File: config.mk
export PLATFORM = sky130hd
export DESIGN_NAME = adc_init_ctrl
export DESIGN_NICKNAME = d
export VERILOG_FILES = /design/src/adc_init_ctrl.v
export VERILOG_INCLUDE_DIRS = /design/src
export SDC_FILE = /design/constraint.sdc
export NUM_CORES = 1
export LEC_CHECK = 0
export BUFFER_PORTS_ARGS = -buffer_cell sky130_fd_sc_hd__buf_2
export CAP_MARGIN = 10
export CORE_AREA = 4 4 140 156
export DETAILED_ROUTE_END_ITERATION = 8
export DIE_AREA = 0 0 144 160
export PLACE_DENSITY_LB_ADDON = 0.1
export RECOVER_POWER = 100
export SETUP_SLACK_MARGIN = 0.15
export SLEW_MARGIN = 30
export SYNTH_ARGS = -nofsm -noshare
export SYNTH_HDL_FRONTEND = slang
export SYNTH_SLANG_ARGS = --single-unit
export TNS_END_PERCENT = 50
File: constraint.sdc
create_clock -name core_clk -period 8.7 [get_ports core_clk]
set_clock_uncertainty 0.1 [all_clocks]
set_input_delay 1.74 -clock core_clk [delete_from_list [all_inputs] [get_ports core_clk]]
set_output_delay 1.74 -clock core_clk [all_outputs]
set_load 0.01 [all_outputs]
File: src/adc_init_consts.vh
`ifndef ADC_INIT_CONSTS_VH
`define ADC_INIT_CONSTS_VH

// apb register byte offsets of the controller
`define REG_CTRL 8'h00
`define REG_LINK 8'h04
`define REG_SYNTH 8'h08
`define REG_CALIB 8'h0c
`define REG_STATUS 8'h10

// control register field positions
`define CTRL_START 0
`define CTRL_PIN_TRIG 1
`define CTRL_LOW_POWER 2
`define CTRL_TRIGGER_CLOCK_OUTPUT 3
`define CTRL_OVR 4
`define CTRL_MANUAL_TRIM 5
`define CTRL_FG_CAL 6
`define CTRL_STAT_SEL 7
`define CTRL_POWER_DOWN 8
`define CTRL_RESET_VAL 9'h000

// device register addresses on the device access port
`define DEV_SOFT_RESET 16'h0000
`define DEV_INIT_DONE 16'h0001
`define DEV_SYNTH_RESET 16'h0002
`define DEV_OSC_BIAS 16'h0003
`define DEV_PRE_DIV 16'h0004
`define DEV_VCO_DIV 16'h0005
`define DEV_FB_DIV 16'h0006
`define DEV_TRIM_AUTO 16'h0007
`define DEV_TRIM_VALUE 16'h0008
`define DEV_LINK_EN 16'h0009
`define DEV_CAL_EN 16'h000a
`define DEV_LOW_POWER 16'h000b
`define DEV_LINK_MODE 16'h000c
`define DEV_MF_LEN 16'h000d
`define DEV_SYNC_SEL 16'h000e
`define DEV_CALIB_CONFIG_REG0 16'h000f
`define DEV_CALIB_CONFIG_REG1 16'h0010
`define DEV_TRIGGER_CLOCK_OUTPUT 16'h0011
`define DEV_TRIM_DONE 16'h0012
`define DEV_LOCK 16'h0013
`define DEV_OVR 16'h0014
`define DEV_SOFT_TRIG 16'h0015
`define DEV_PIN_TRIG_EN 16'h0016
`define DEV_FOREGROUND_CALIB_DONE 16'h0017

// device data values
`define OSC_BIAS_VALUE 8'h4a
`define BIT_ON 8'h01
`define BIT_OFF 8'h00
`define FLAG_MASK 8'h01

// how long each level of the calibration trigger pin is held
`define PIN_HOLD_CYCLES 8

`endif

File: src/adc_init_ctrl.v
// Behaviour
// - board straps synthesizer use and reference input
// - power-down pin low during power-up, clock use
// - stable reference clock before device reset
// - reset, then poll init done until one
// - synth reset, bias 0x4A, then three dividers
// - trim auto or manual, then release synth reset
// - stop serial link before configuring
// - stop calibration engine before configuring
// - link mode, then multiframe length minus one
// - choose sync source input
// - calibration mode and offset settings while stopped
// - optional trigger clock output and low power
// - wait trim done and lock with synthesizer
// - enable calibration, then optional overrange
// - re-enable serial link after calibration
// - foreground trigger by register or pin edge
// - data valid after link up and calibration
//
// The address map and the APB register port were decided locally.
`include "adc_init_consts.vh"

module adc_init_ctrl #(
	parameter PIN_HOLD = `PIN_HOLD_CYCLES
) (
	// clock and reset
	input wire core_clk,
	input wire reset,
	// apb slave
	input wire psel,
	input wire penable,
	input wire pwrite,
	input wire [7:0] paddr,
	input wire [31:0] pwdata,
	output reg [31:0] prdata_q,
	output reg pready_q,
	output reg pslverr_q,
	// device register access port
	output reg dev_req_q,
	output reg dev_we_q,
	output reg [15:0] dev_addr_q,
	output reg [7:0] dev_wdata_q,
	input wire dev_ack,
	input wire [7:0] dev_rdata,
	// device pins and board
	input wire synth_on_strap,
	input wire ref_input_select_strap,
	input wire ref_clock_stable,
	output reg power_down_pin_q,
	output reg calib_trigger_pin_q,
	input wire calib_status_pin,
	// receiver side
	input wire rx_link_ready,
	output reg data_valid_q
);

	localparam PH_IDLE = 3'h0, PH_ISSUE = 3'h1, PH_WAIT = 3'h2, PH_HOLD = 3'h3;
	localparam OP_SKIP = 3'h0, OP_WR = 3'h1, OP_RD = 3'h2, OP_PIN = 3'h3, OP_END = 3'h4;
	localparam S_RST = 5'h00, S_INIT = 5'h01, S_SRST1 = 5'h02, S_BIAS = 5'h03, S_PRE = 5'h04;
	localparam S_VCO = 5'h05, S_FB = 5'h06, S_TAUTO = 5'h07, S_TVAL = 5'h08, S_SRST0 = 5'h09;
	localparam S_LOFF = 5'h0a, S_COFF = 5'h0b, S_LP = 5'h0c, S_MODE = 5'h0d, S_MF = 5'h0e;
	localparam S_SYNC = 5'h0f, S_CFG0 = 5'h10, S_CFG1 = 5'h11, S_TRIGO = 5'h12, S_TDONE = 5'h13;
	localparam S_LOCK = 5'h14, S_CON = 5'h15, S_OVR = 5'h16, S_LON = 5'h17, S_ST0 = 5'h18;
	localparam S_ST1 = 5'h19, S_PEN = 5'h1a, S_PLO = 5'h1b, S_PHI = 5'h1c, S_CALW = 5'h1d;
	localparam S_END = 5'h1e;
	localparam [31:0] HOLD_LAST = PIN_HOLD - 1;

	reg [8:0] ctrl_q;
	reg [31:0] link_q;
	reg [31:0] synth_q;
	reg [31:0] calib_q;
	reg start_q;
	reg [2:0] phase_q;
	reg [4:0] step_q;
	reg [7:0] hold_q;
	reg synth_use_q;
	reg done_q;
	reg fg_seen_q;
	reg [2:0] cur_op;
	reg [15:0] cur_addr;
	reg [7:0] cur_data;
	wire busy;
	wire strap_err;
	wire apb_take;
	wire pin_cal_ok;
	wire fg_sw;
	wire fg_pin;
	wire flag_set;

	assign busy = (phase_q != PH_IDLE);
	// the single-ended reference only works through the synthesizer
	assign strap_err = ref_input_select_strap & ~synth_on_strap;
	assign apb_take = psel & penable & pready_q;
	assign pin_cal_ok = calib_status_pin & ~ctrl_q[`CTRL_STAT_SEL];
	assign fg_sw = ctrl_q[`CTRL_FG_CAL] & ~ctrl_q[`CTRL_PIN_TRIG];
	assign fg_pin = ctrl_q[`CTRL_FG_CAL] & ctrl_q[`CTRL_PIN_TRIG];
	assign flag_set = ((dev_rdata & `FLAG_MASK) != `BIT_OFF);

	// step table: what each step does, optional steps fall to a skip
	always @*
	begin
		cur_op = OP_WR;
		cur_addr = `DEV_SOFT_RESET;
		cur_data = `BIT_ON;
		case (step_q)
			S_RST: cur_addr = `DEV_SOFT_RESET;
			S_INIT:
			begin
				cur_op = OP_RD;
				cur_addr = `DEV_INIT_DONE;
			end
			S_SRST1:
			begin
				cur_op = synth_use_q ? OP_WR : OP_SKIP;
				cur_addr = `DEV_SYNTH_RESET;
			end
			S_BIAS:
			begin
				cur_op = synth_use_q ? OP_WR : OP_SKIP;
				cur_addr = `DEV_OSC_BIAS;
				cur_data = `OSC_BIAS_VALUE;
			end
			S_PRE:
			begin
				cur_op = synth_use_q ? OP_WR : OP_SKIP;
				cur_addr = `DEV_PRE_DIV;
				cur_data = synth_q[7:0];
			end
			S_VCO:
			begin
				cur_op = synth_use_q ? OP_WR : OP_SKIP;
				cur_addr = `DEV_VCO_DIV;
				cur_data = synth_q[15:8];
			end
			S_FB:
			begin
				cur_op = synth_use_q ? OP_WR : OP_SKIP;
				cur_addr = `DEV_FB_DIV;
				cur_data = synth_q[23:16];
			end
			S_TAUTO:
			begin
				cur_op = synth_use_q ? OP_WR : OP_SKIP;
				cur_addr = `DEV_TRIM_AUTO;
				cur_data = ctrl_q[`CTRL_MANUAL_TRIM] ? `BIT_OFF : `BIT_ON;
			end
			S_TVAL:
			begin
				cur_op = (synth_use_q & ctrl_q[`CTRL_MANUAL_TRIM]) ? OP_WR : OP_SKIP;
				cur_addr = `DEV_TRIM_VALUE;
				cur_data = synth_q[31:24];
			end
			S_SRST0:
			begin
				cur_op = synth_use_q ? OP_WR : OP_SKIP;
				cur_addr = `DEV_SYNTH_RESET;
				cur_data = `BIT_OFF;
			end
			S_LOFF:
			begin
				cur_addr = `DEV_LINK_EN;
				cur_data = `BIT_OFF;
			end
			S_COFF:
			begin
				cur_addr = `DEV_CAL_EN;
				cur_data = `BIT_OFF;
			end
			S_LP:
			begin
				cur_op = ctrl_q[`CTRL_LOW_POWER] ? OP_WR : OP_SKIP;
				cur_addr = `DEV_LOW_POWER;
			end
			S_MODE:
			begin
				cur_addr = `DEV_LINK_MODE;
				cur_data = link_q[7:0];
			end
			S_MF:
			begin
				cur_addr = `DEV_MF_LEN;
				cur_data = link_q[15:8];
			end
			S_SYNC:
			begin
				cur_addr = `DEV_SYNC_SEL;
				cur_data = link_q[23:16];
			end
			S_CFG0:
			begin
				cur_addr = `DEV_CALIB_CONFIG_REG0;
				cur_data = calib_q[7:0];
			end
			S_CFG1:
			begin
				cur_addr = `DEV_CALIB_CONFIG_REG1;
				cur_data = calib_q[15:8];
			end
			S_TRIGO:
			begin
				cur_op = ctrl_q[`CTRL_TRIGGER_CLOCK_OUTPUT] ? OP_WR : OP_SKIP;
				cur_addr = `DEV_TRIGGER_CLOCK_OUTPUT;
				cur_data = calib_q[23:16];
			end
			S_TDONE:
			begin
				cur_op = synth_use_q ? OP_RD : OP_SKIP;
				cur_addr = `DEV_TRIM_DONE;
			end
			S_LOCK:
			begin
				cur_op = synth_use_q ? OP_RD : OP_SKIP;
				cur_addr = `DEV_LOCK;
			end
			S_CON: cur_addr = `DEV_CAL_EN;
			S_OVR:
			begin
				cur_op = ctrl_q[`CTRL_OVR] ? OP_WR : OP_SKIP;
				cur_addr = `DEV_OVR;
				cur_data = calib_q[31:24];
			end
			S_LON: cur_addr = `DEV_LINK_EN;
			S_ST0:
			begin
				cur_op = fg_sw ? OP_WR : OP_SKIP;
				cur_addr = `DEV_SOFT_TRIG;
				cur_data = `BIT_OFF;
			end
			S_ST1:
			begin
				cur_op = fg_sw ? OP_WR : OP_SKIP;
				cur_addr = `DEV_SOFT_TRIG;
			end
			S_PEN:
			begin
				cur_op = fg_pin ? OP_WR : OP_SKIP;
				cur_addr = `DEV_PIN_TRIG_EN;
			end
			S_PLO:
			begin
				cur_op = fg_pin ? OP_PIN : OP_SKIP;
				cur_data = `BIT_OFF;
			end
			S_PHI: cur_op = fg_pin ? OP_PIN : OP_SKIP;
			S_CALW:
			begin
				cur_op = ctrl_q[`CTRL_FG_CAL] ? OP_RD : OP_SKIP;
				cur_addr = `DEV_FOREGROUND_CALIB_DONE;
			end
			S_END: cur_op = OP_END;
			default: cur_op = OP_END;
		endcase
	end

	// apb slave: three-cycle access, pready one cycle after penable
	always @(posedge core_clk or posedge reset)
	begin
		if (reset)
		begin
			pready_q <= 1'b0;
			pslverr_q <= 1'b0;
			prdata_q <= 32'h0000_0000;
			ctrl_q <= `CTRL_RESET_VAL;
			link_q <= 32'h0000_0000;
			synth_q <= 32'h0000_0000;
			calib_q <= 32'h0000_0000;
			start_q <= 1'b0;
		end
		else
		begin
			pready_q <= psel & penable & ~pready_q;
			start_q <= 1'b0;
			if (psel & penable & ~pready_q)
			begin
				pslverr_q <= (paddr > `REG_STATUS) | (paddr[1:0] != 2'h0);
				case (paddr)
					`REG_CTRL: prdata_q <= {23'h000000, ctrl_q};
					`REG_LINK: prdata_q <= link_q;
					`REG_SYNTH: prdata_q <= synth_q;
					`REG_CALIB: prdata_q <= calib_q;
					`REG_STATUS: prdata_q <= {21'h000000, step_q, synth_use_q, fg_seen_q, data_valid_q,
						strap_err, done_q, busy};
					default: prdata_q <= 32'h0000_0000;
				endcase
			end
			// settings only move while the sequence is idle, so no step sees a torn value
			if (apb_take & pwrite & ~busy)
			begin
				case (paddr)
					`REG_CTRL:
					begin
						ctrl_q <= {pwdata[8:1], 1'b0};
						start_q <= pwdata[`CTRL_START];
					end
					`REG_LINK: link_q <= pwdata;
					`REG_SYNTH: synth_q <= pwdata;
					`REG_CALIB: calib_q <= pwdata;
					default: start_q <= 1'b0;
				endcase
			end
		end
	end

	// sequence engine: one step at a time, each access acknowledged before the next
	always @(posedge core_clk or posedge reset)
	begin
		if (reset)
		begin
			phase_q <= PH_IDLE;
			step_q <= S_RST;
			hold_q <= 8'h00;
			synth_use_q <= 1'b0;
			done_q <= 1'b0;
			fg_seen_q <= 1'b0;
			dev_req_q <= 1'b0;
			dev_we_q <= 1'b0;
			dev_addr_q <= 16'h0000;
			dev_wdata_q <= 8'h00;
			calib_trigger_pin_q <= 1'b0;
		end
		else
		begin
			case (phase_q)
				PH_IDLE:
				begin
					if (start_q & ~strap_err)
					begin
						synth_use_q <= synth_on_strap;
						step_q <= S_RST;
						done_q <= 1'b0;
						fg_seen_q <= 1'b0;
						phase_q <= PH_ISSUE;
					end
				end
				PH_ISSUE:
				begin
					case (cur_op)
						OP_WR, OP_RD:
						begin
							// no device reset until the reference clock is stable
							if ((step_q != S_RST) | ref_clock_stable)
							begin
								dev_req_q <= 1'b1;
								dev_we_q <= (cur_op == OP_WR);
								dev_addr_q <= cur_addr;
								dev_wdata_q <= cur_data;
								phase_q <= PH_WAIT;
							end
						end
						OP_PIN:
						begin
							calib_trigger_pin_q <= cur_data[0];
							hold_q <= 8'h00;
							phase_q <= PH_HOLD;
						end
						OP_END:
						begin
							done_q <= 1'b1;
							phase_q <= PH_IDLE;
						end
						default: step_q <= step_q + 5'h01;
					endcase
				end
				PH_WAIT:
				begin
					if (dev_ack)
					begin
						dev_req_q <= 1'b0;
						phase_q <= PH_ISSUE;
						// a poll repeats until the flag reads one; the S_CALW poll also ends on pin_cal_ok
						if (dev_we_q | flag_set | ((step_q == S_CALW) & pin_cal_ok))
							step_q <= step_q + 5'h01;
						if ((step_q == S_CALW) & flag_set)
							fg_seen_q <= 1'b1;
					end
				end
				PH_HOLD:
				begin
					hold_q <= hold_q + 8'h01;
					if ({24'h000000, hold_q} == HOLD_LAST)
					begin
						step_q <= step_q + 5'h01;
						phase_q <= PH_ISSUE;
					end
				end
				default: phase_q <= PH_IDLE;
			endcase
		end
	end

	// power-down pin and data-valid; power-down only honoured while idle so clocks keep running
	always @(posedge core_clk or posedge reset)
	begin
		if (reset)
		begin
			power_down_pin_q <= 1'b0;
			data_valid_q <= 1'b0;
		end
		else
		begin
			power_down_pin_q <= ctrl_q[`CTRL_POWER_DOWN] & ~busy;
			// link up (sync used by 8b/10b modes, header lock by 64b/66b) plus calibration done
			data_valid_q <= done_q & rx_link_ready & (fg_seen_q | pin_cal_ok);
		end
	end

endmodule

* Word-level counts from Yosys, hierarchy flattened
Cells that the tools add are included.
Word-level totals: register bits 187, output and inout bits 63, logic and storage cells 180
Operators by class: add/subtract/negate cells 2, order comparisons 1, equality and inequality tests 53, mux-type cells 41, bitwise gates (word level) 27, reduce and logical (&&, ||, !) cells 35
Operators with widths (count):
- $pmux 32 s5 | 1
- $pmux 5 s23 | 1
- $pmux 8 s14 | 1
- $eq 5x5->1 const B | 14
- $eq 5x4->1 const B | 8
- $pmux 3 s12 | 1
- $mux 5 | 5
- $eq 5x3->1 const B | 4
- $pmux 5 s4 | 1
- $mux 1 | 17
- $and 1x1->1 | 16
- $eq 8x3->1 const B | 2
- $eq 8x4->1 const B | 2
- $ne 2x2->1 const B | 8
- $pmux 8 s2 | 1
- $reduce_and 2->1 | 7
- $reduce_or 2->1 | 7
- $eq 3x2->1 const B | 4
- $mux 3 | 4
- $pmux 3 s4 | 1
- $eq 5x2->1 const B | 2
- $reduce_bool 2->1 | 5
- $reduce_or 10->1 | 1
- $pmux 3 s3 | 1
- other kinds (28) | 45

* Longest topological paths before layout
depth after elaboration 8, mapped depth 13

* Worst setup path after synthesis
OpenSTA, ideal clock, no wires.
path type input port to flip-flop, from in paddr[1], to reg synth_q[0], setup time 0.125 ns, data arrival time 3.799 ns, data required time 8.475 ns, slack 4.676 ns, cell stages on the path 6, path through or4_1 nor3_1 nand2_1 nor3b_1 clkbuf_1 mux2_2
Between the ends: longest elaborated chain between the ends 2
RTL lines:
- from (decl) | line adc_init_ctrl.v:33 | input wire [7:0] paddr,
- $eq 8x4->1 | line adc_init_ctrl.v:289 | case (paddr)
- $reduce_and 2->1 (no line)
- to (signal assigned) | line adc_init_ctrl.v:296 | `REG_SYNTH: synth_q <= pwdata;
- to (decl) | line adc_init_ctrl.v:70 | reg [31:0] synth_q;
Every way passes these cells. A chain may end at the register's enable or synchronous reset.

* Worst setup path after layout
from in paddr[3], to reg synth_q[18]
Same word-level chain as after synthesis.

==> qor.csv <==
stage,metric,value,unit
setup_path,CP Max Fanout,34,
routing,Iter 0 DRT Violations,567,
timing,max-slew violations,303,
global_routing,GRT Overall Usage,23.9,%
global_routing,vias in the first global route,7067,
setup_path,Critical Path Slowest Stage Cell,clkbuf_1,
run_status,status,"finished, violations left",
clock_tree,clk_lat worst skew,430,ps
floorplan,Core Footprint,0.0203,sq mm
floorplan,Ports,122,
cells_and_area,Nets,939,
cells_and_area,most common library cell in the layout ignoring fill and taps,dfrtp_1,
synthesis,cell count after synthesis,799,
power,P_sw,0.874,mW
clock_tree,Post-CTS Hold Buffers,0,
setup_path,startpoint types,input port,
floorplan,Site Rows,55,
place,PortBufs,103,
timing,actual slew at the worst max-slew pin,4400,ps
power,Seq pwr share,39.0,%
synthesis,ys flop type,dfrtp_1,
routing,DR vias,6969,
setup_path,critical path required time,8900,ps
clock_tree,clock sink count,175,
timing,fin crit share,67.5,%
routing,Post-Route WL,27500,um
setup_path,FF-to-FF setup slack,3040,ps
setup_path,CP arrival,6080,ps
routing,WL per Instance,24.0,um
synthesis,synth warn,0,
cells_and_area,Area Overhead vs Synth,12.4,%
power,Clk pwr share,31.9,%
clock_tree,CTS tree,yes,
synthesis,async set-reset flop share out of synthesis,100,%
global_routing,pin count of the biggest net entering global routing,97,
cells_and_area,most frequent cells in the layout,"dfrtp_1, mux2_2, nand2_1",
power,Peak VDD IR,0.142,mV
power,Logic pwr share,29.1,%
floorplan,Die Y,160,um
synthesis,number of synthesized flops with an enable pin,0,
synthesis,"top cells by area, synth","dfrtp_1, mux2_2, a22oi_1",
run_status,violated checks,"capacitance limit, slew limit",
power,switching share of total power,37.4,%
floorplan,Die ar.,0.0230,sq mm
global_routing,global-route wire length before repair,41800,um
clock_tree,Longest Clk Path Bufs,2,
place,GPL Wtd Cong,0.874,
worst_hold_path,worst min path class,register to register,
power,P_int,1.47,mW
setup_path,buffers and inverters on the worst path,2,
synthesis,Seq cells post-synth,175,
timing,Final setup viols,0,
clock_tree,number of H-tree levels,4,
clock_tree,"Setup Fix Bufs, Post-CTS",0,
clock_tree,clk root buf,clkbuf_16,
place,detailed placer's ending HPWL,18800,um
setup_path,Worst path most repeated cell,clkbuf_1,
cells_and_area,fraction of layout cells with a size suffix above 1,26.4,%
synthesis,Post-Synthesis Mean Instance Area,11.3,sq um
synthesis,sequential area share after synthesis,48.6,%
synthesis,largest area contributor in the netlist,dfrtp_1,
timing,crit path time final,5870,ps
setup_path,CP Class,input port to register,
routing,Post-DRT Antenna Nets,0,
clock_tree,Num CTS Buffers,17,
setup_path,crit path cell chain,clkbuf_1 -> nand2_1 -> nor3b_1 -> clkbuf_1 -> mux2_2,
clock_tree,# resized after CTS,0,
run,Max Cap Viol,7,
routing,drt drc,0,
setup_path,Top Family by Delay on Critical Path,buffers and inverters,
timing,setup TNS,0,ps
timing,Peak Freq,0.170,GHz
setup_path,"slowest stage delay, CP",1640,ps
power,Leak Pwr,4.66,nW
synthesis,cell area after synthesis,0.00901,sq mm
setup_path,Worst Setup End Kind,register,
power,PD cells,231,mW/mm^2
global_routing,GR Overflow Total,0,
global_routing,initial antenna violation count,0,
routing,vias per inst,6.09,
routing,Initial DRT Pass Iterations,5,
timing,Worst slew margin,-195,%
synthesis,area share of the largest cell type after synthesis,48.6,%
timing,"Hold Vio Cnt, Final",0,
floorplan,Initial Util,44.4,%
synthesis,post-synthesis cell type count,66,
floorplan,Die W,144,um
clock_tree,Worst-path clk slew,70,ps
timing,worst hold slack,377,ps
timing,RSZ-0062 raised after global routing,no,
## power groups by stage
stage          registers, mW  clock network, mW  logic (mW)
2_1_floorplan          0.920                  0       0.503
3_3_place_gp           0.925                  0       0.693
3_5_place_dp           0.927                  0       0.700
4_1_cts                0.912              0.756       0.702
5_1_grt                0.919              0.790       0.747
6_report               0.912              0.745       0.681
## cells in the mapped netlist, drive strengths merged (8+ instances only)
library cell	n
and3	8
a22o	12
nor3	11
o21ai	28
a22oi	33
nor2	33
mux2	140
a21oi	20
dfrtp	175
nand2	64
mux2i	8
a221oi	10
mux4	8
inv	15
nor2b	14
nand2b	9
clkbuf	50
o31ai	21
a31oi	11
buf	19
nand3	11
## stage by stage
step	cell area, sq um	instances	power [mW]	setup WS (ps)	util [%]
floorplan	9050	809	1.42	2110	-
global placement	9680	1111	1.62	4430	47.7
detailed placement	9680	1111	1.63	4410	47.7
CTS	10200	1143	2.37	4410	50.5
global route	10100	1143	2.46	2700	49.9
finish	10100	1144	2.34	2830	49.9
## area by class of cell
class / count / area [sq um]
multi-input combinational: 550 / 4270
antenna: 1 / 2.50
clock inverter: 14 / 139
tap: 256 / 320
inverter: 15 / 57.6
sequential: 175 / 4380
fill: 1894 / 10200
clock buffer: 18 / 429
timing repair buffer: 115 / 524
## worst reg2reg max path, delay by kind of cell (launching register included)
| kind | cells | cell delay [ps] |
|---|---|---|
| compound gates | 2 | 2240 |
| simple gates | 4 | 1470 |
| fa+ha+maj | 2 | 820 |
| mux | 1 | 470 |
| flops | 1 | 460 |
## state kept, by name (all words and copies together), names as in the netlist, 2 cells and up
signal and cells:
link_q 32, ctrl_q 8, phase_q 2, calib_q 32
step_q 5, synth_q 32, dev_addr_q 5, dev_wdata_q 8
hold_q 8, prdata_q 32
## cells by family after synthesis
logic type,count (synthesis),share of synthesized area (%)
adder cells (fa/ha/maj),6,0.833
flip-flops,175,48.6
AO/OA/AOI/OAI,183,14.9
multiplexers,156,20.4
AND/OR/NAND/NOR,188,10.6
XOR/XNOR,6,0.583
buffers and inverters,84,4.08
other,1,0.0416
## per-layer routing
layer  wire length [um]  global-route usage (%)  vias to the layer above
met3               1400                    4.19                       33
met5                  0                       0                        -
met4                602                    6.89                        0
met1              11200                    30.5                     3592
li1                   -                       -                     3133
met2              14300                    41.2                      211
## path summary, 6_finish.rpt
check	start	endpoint	cells after the start
setup / recovery	paddr[3]	synth_q[18]$_DFFE_PP0P_	5
hold / removal	prdata_q[20]$_DFFE_PP0P_	prdata_q[20]$_DFFE_PP0P_	2
setup reg to reg	step_q[1]$_DFFE_PP0P_	dev_wdata_q[1]$_DFFE_PP0P_	9
hold reg to reg	prdata_q[20]$_DFFE_PP0P_	prdata_q[20]$_DFFE_PP0P_	2
max in group asynchronous	reset	link_q[29]$_DFFE_PP0P_	3
min in group asynchronous	reset	dev_addr_q[4]$_DFFE_PP0P_	2
Power figures use the tool's default switching activity.
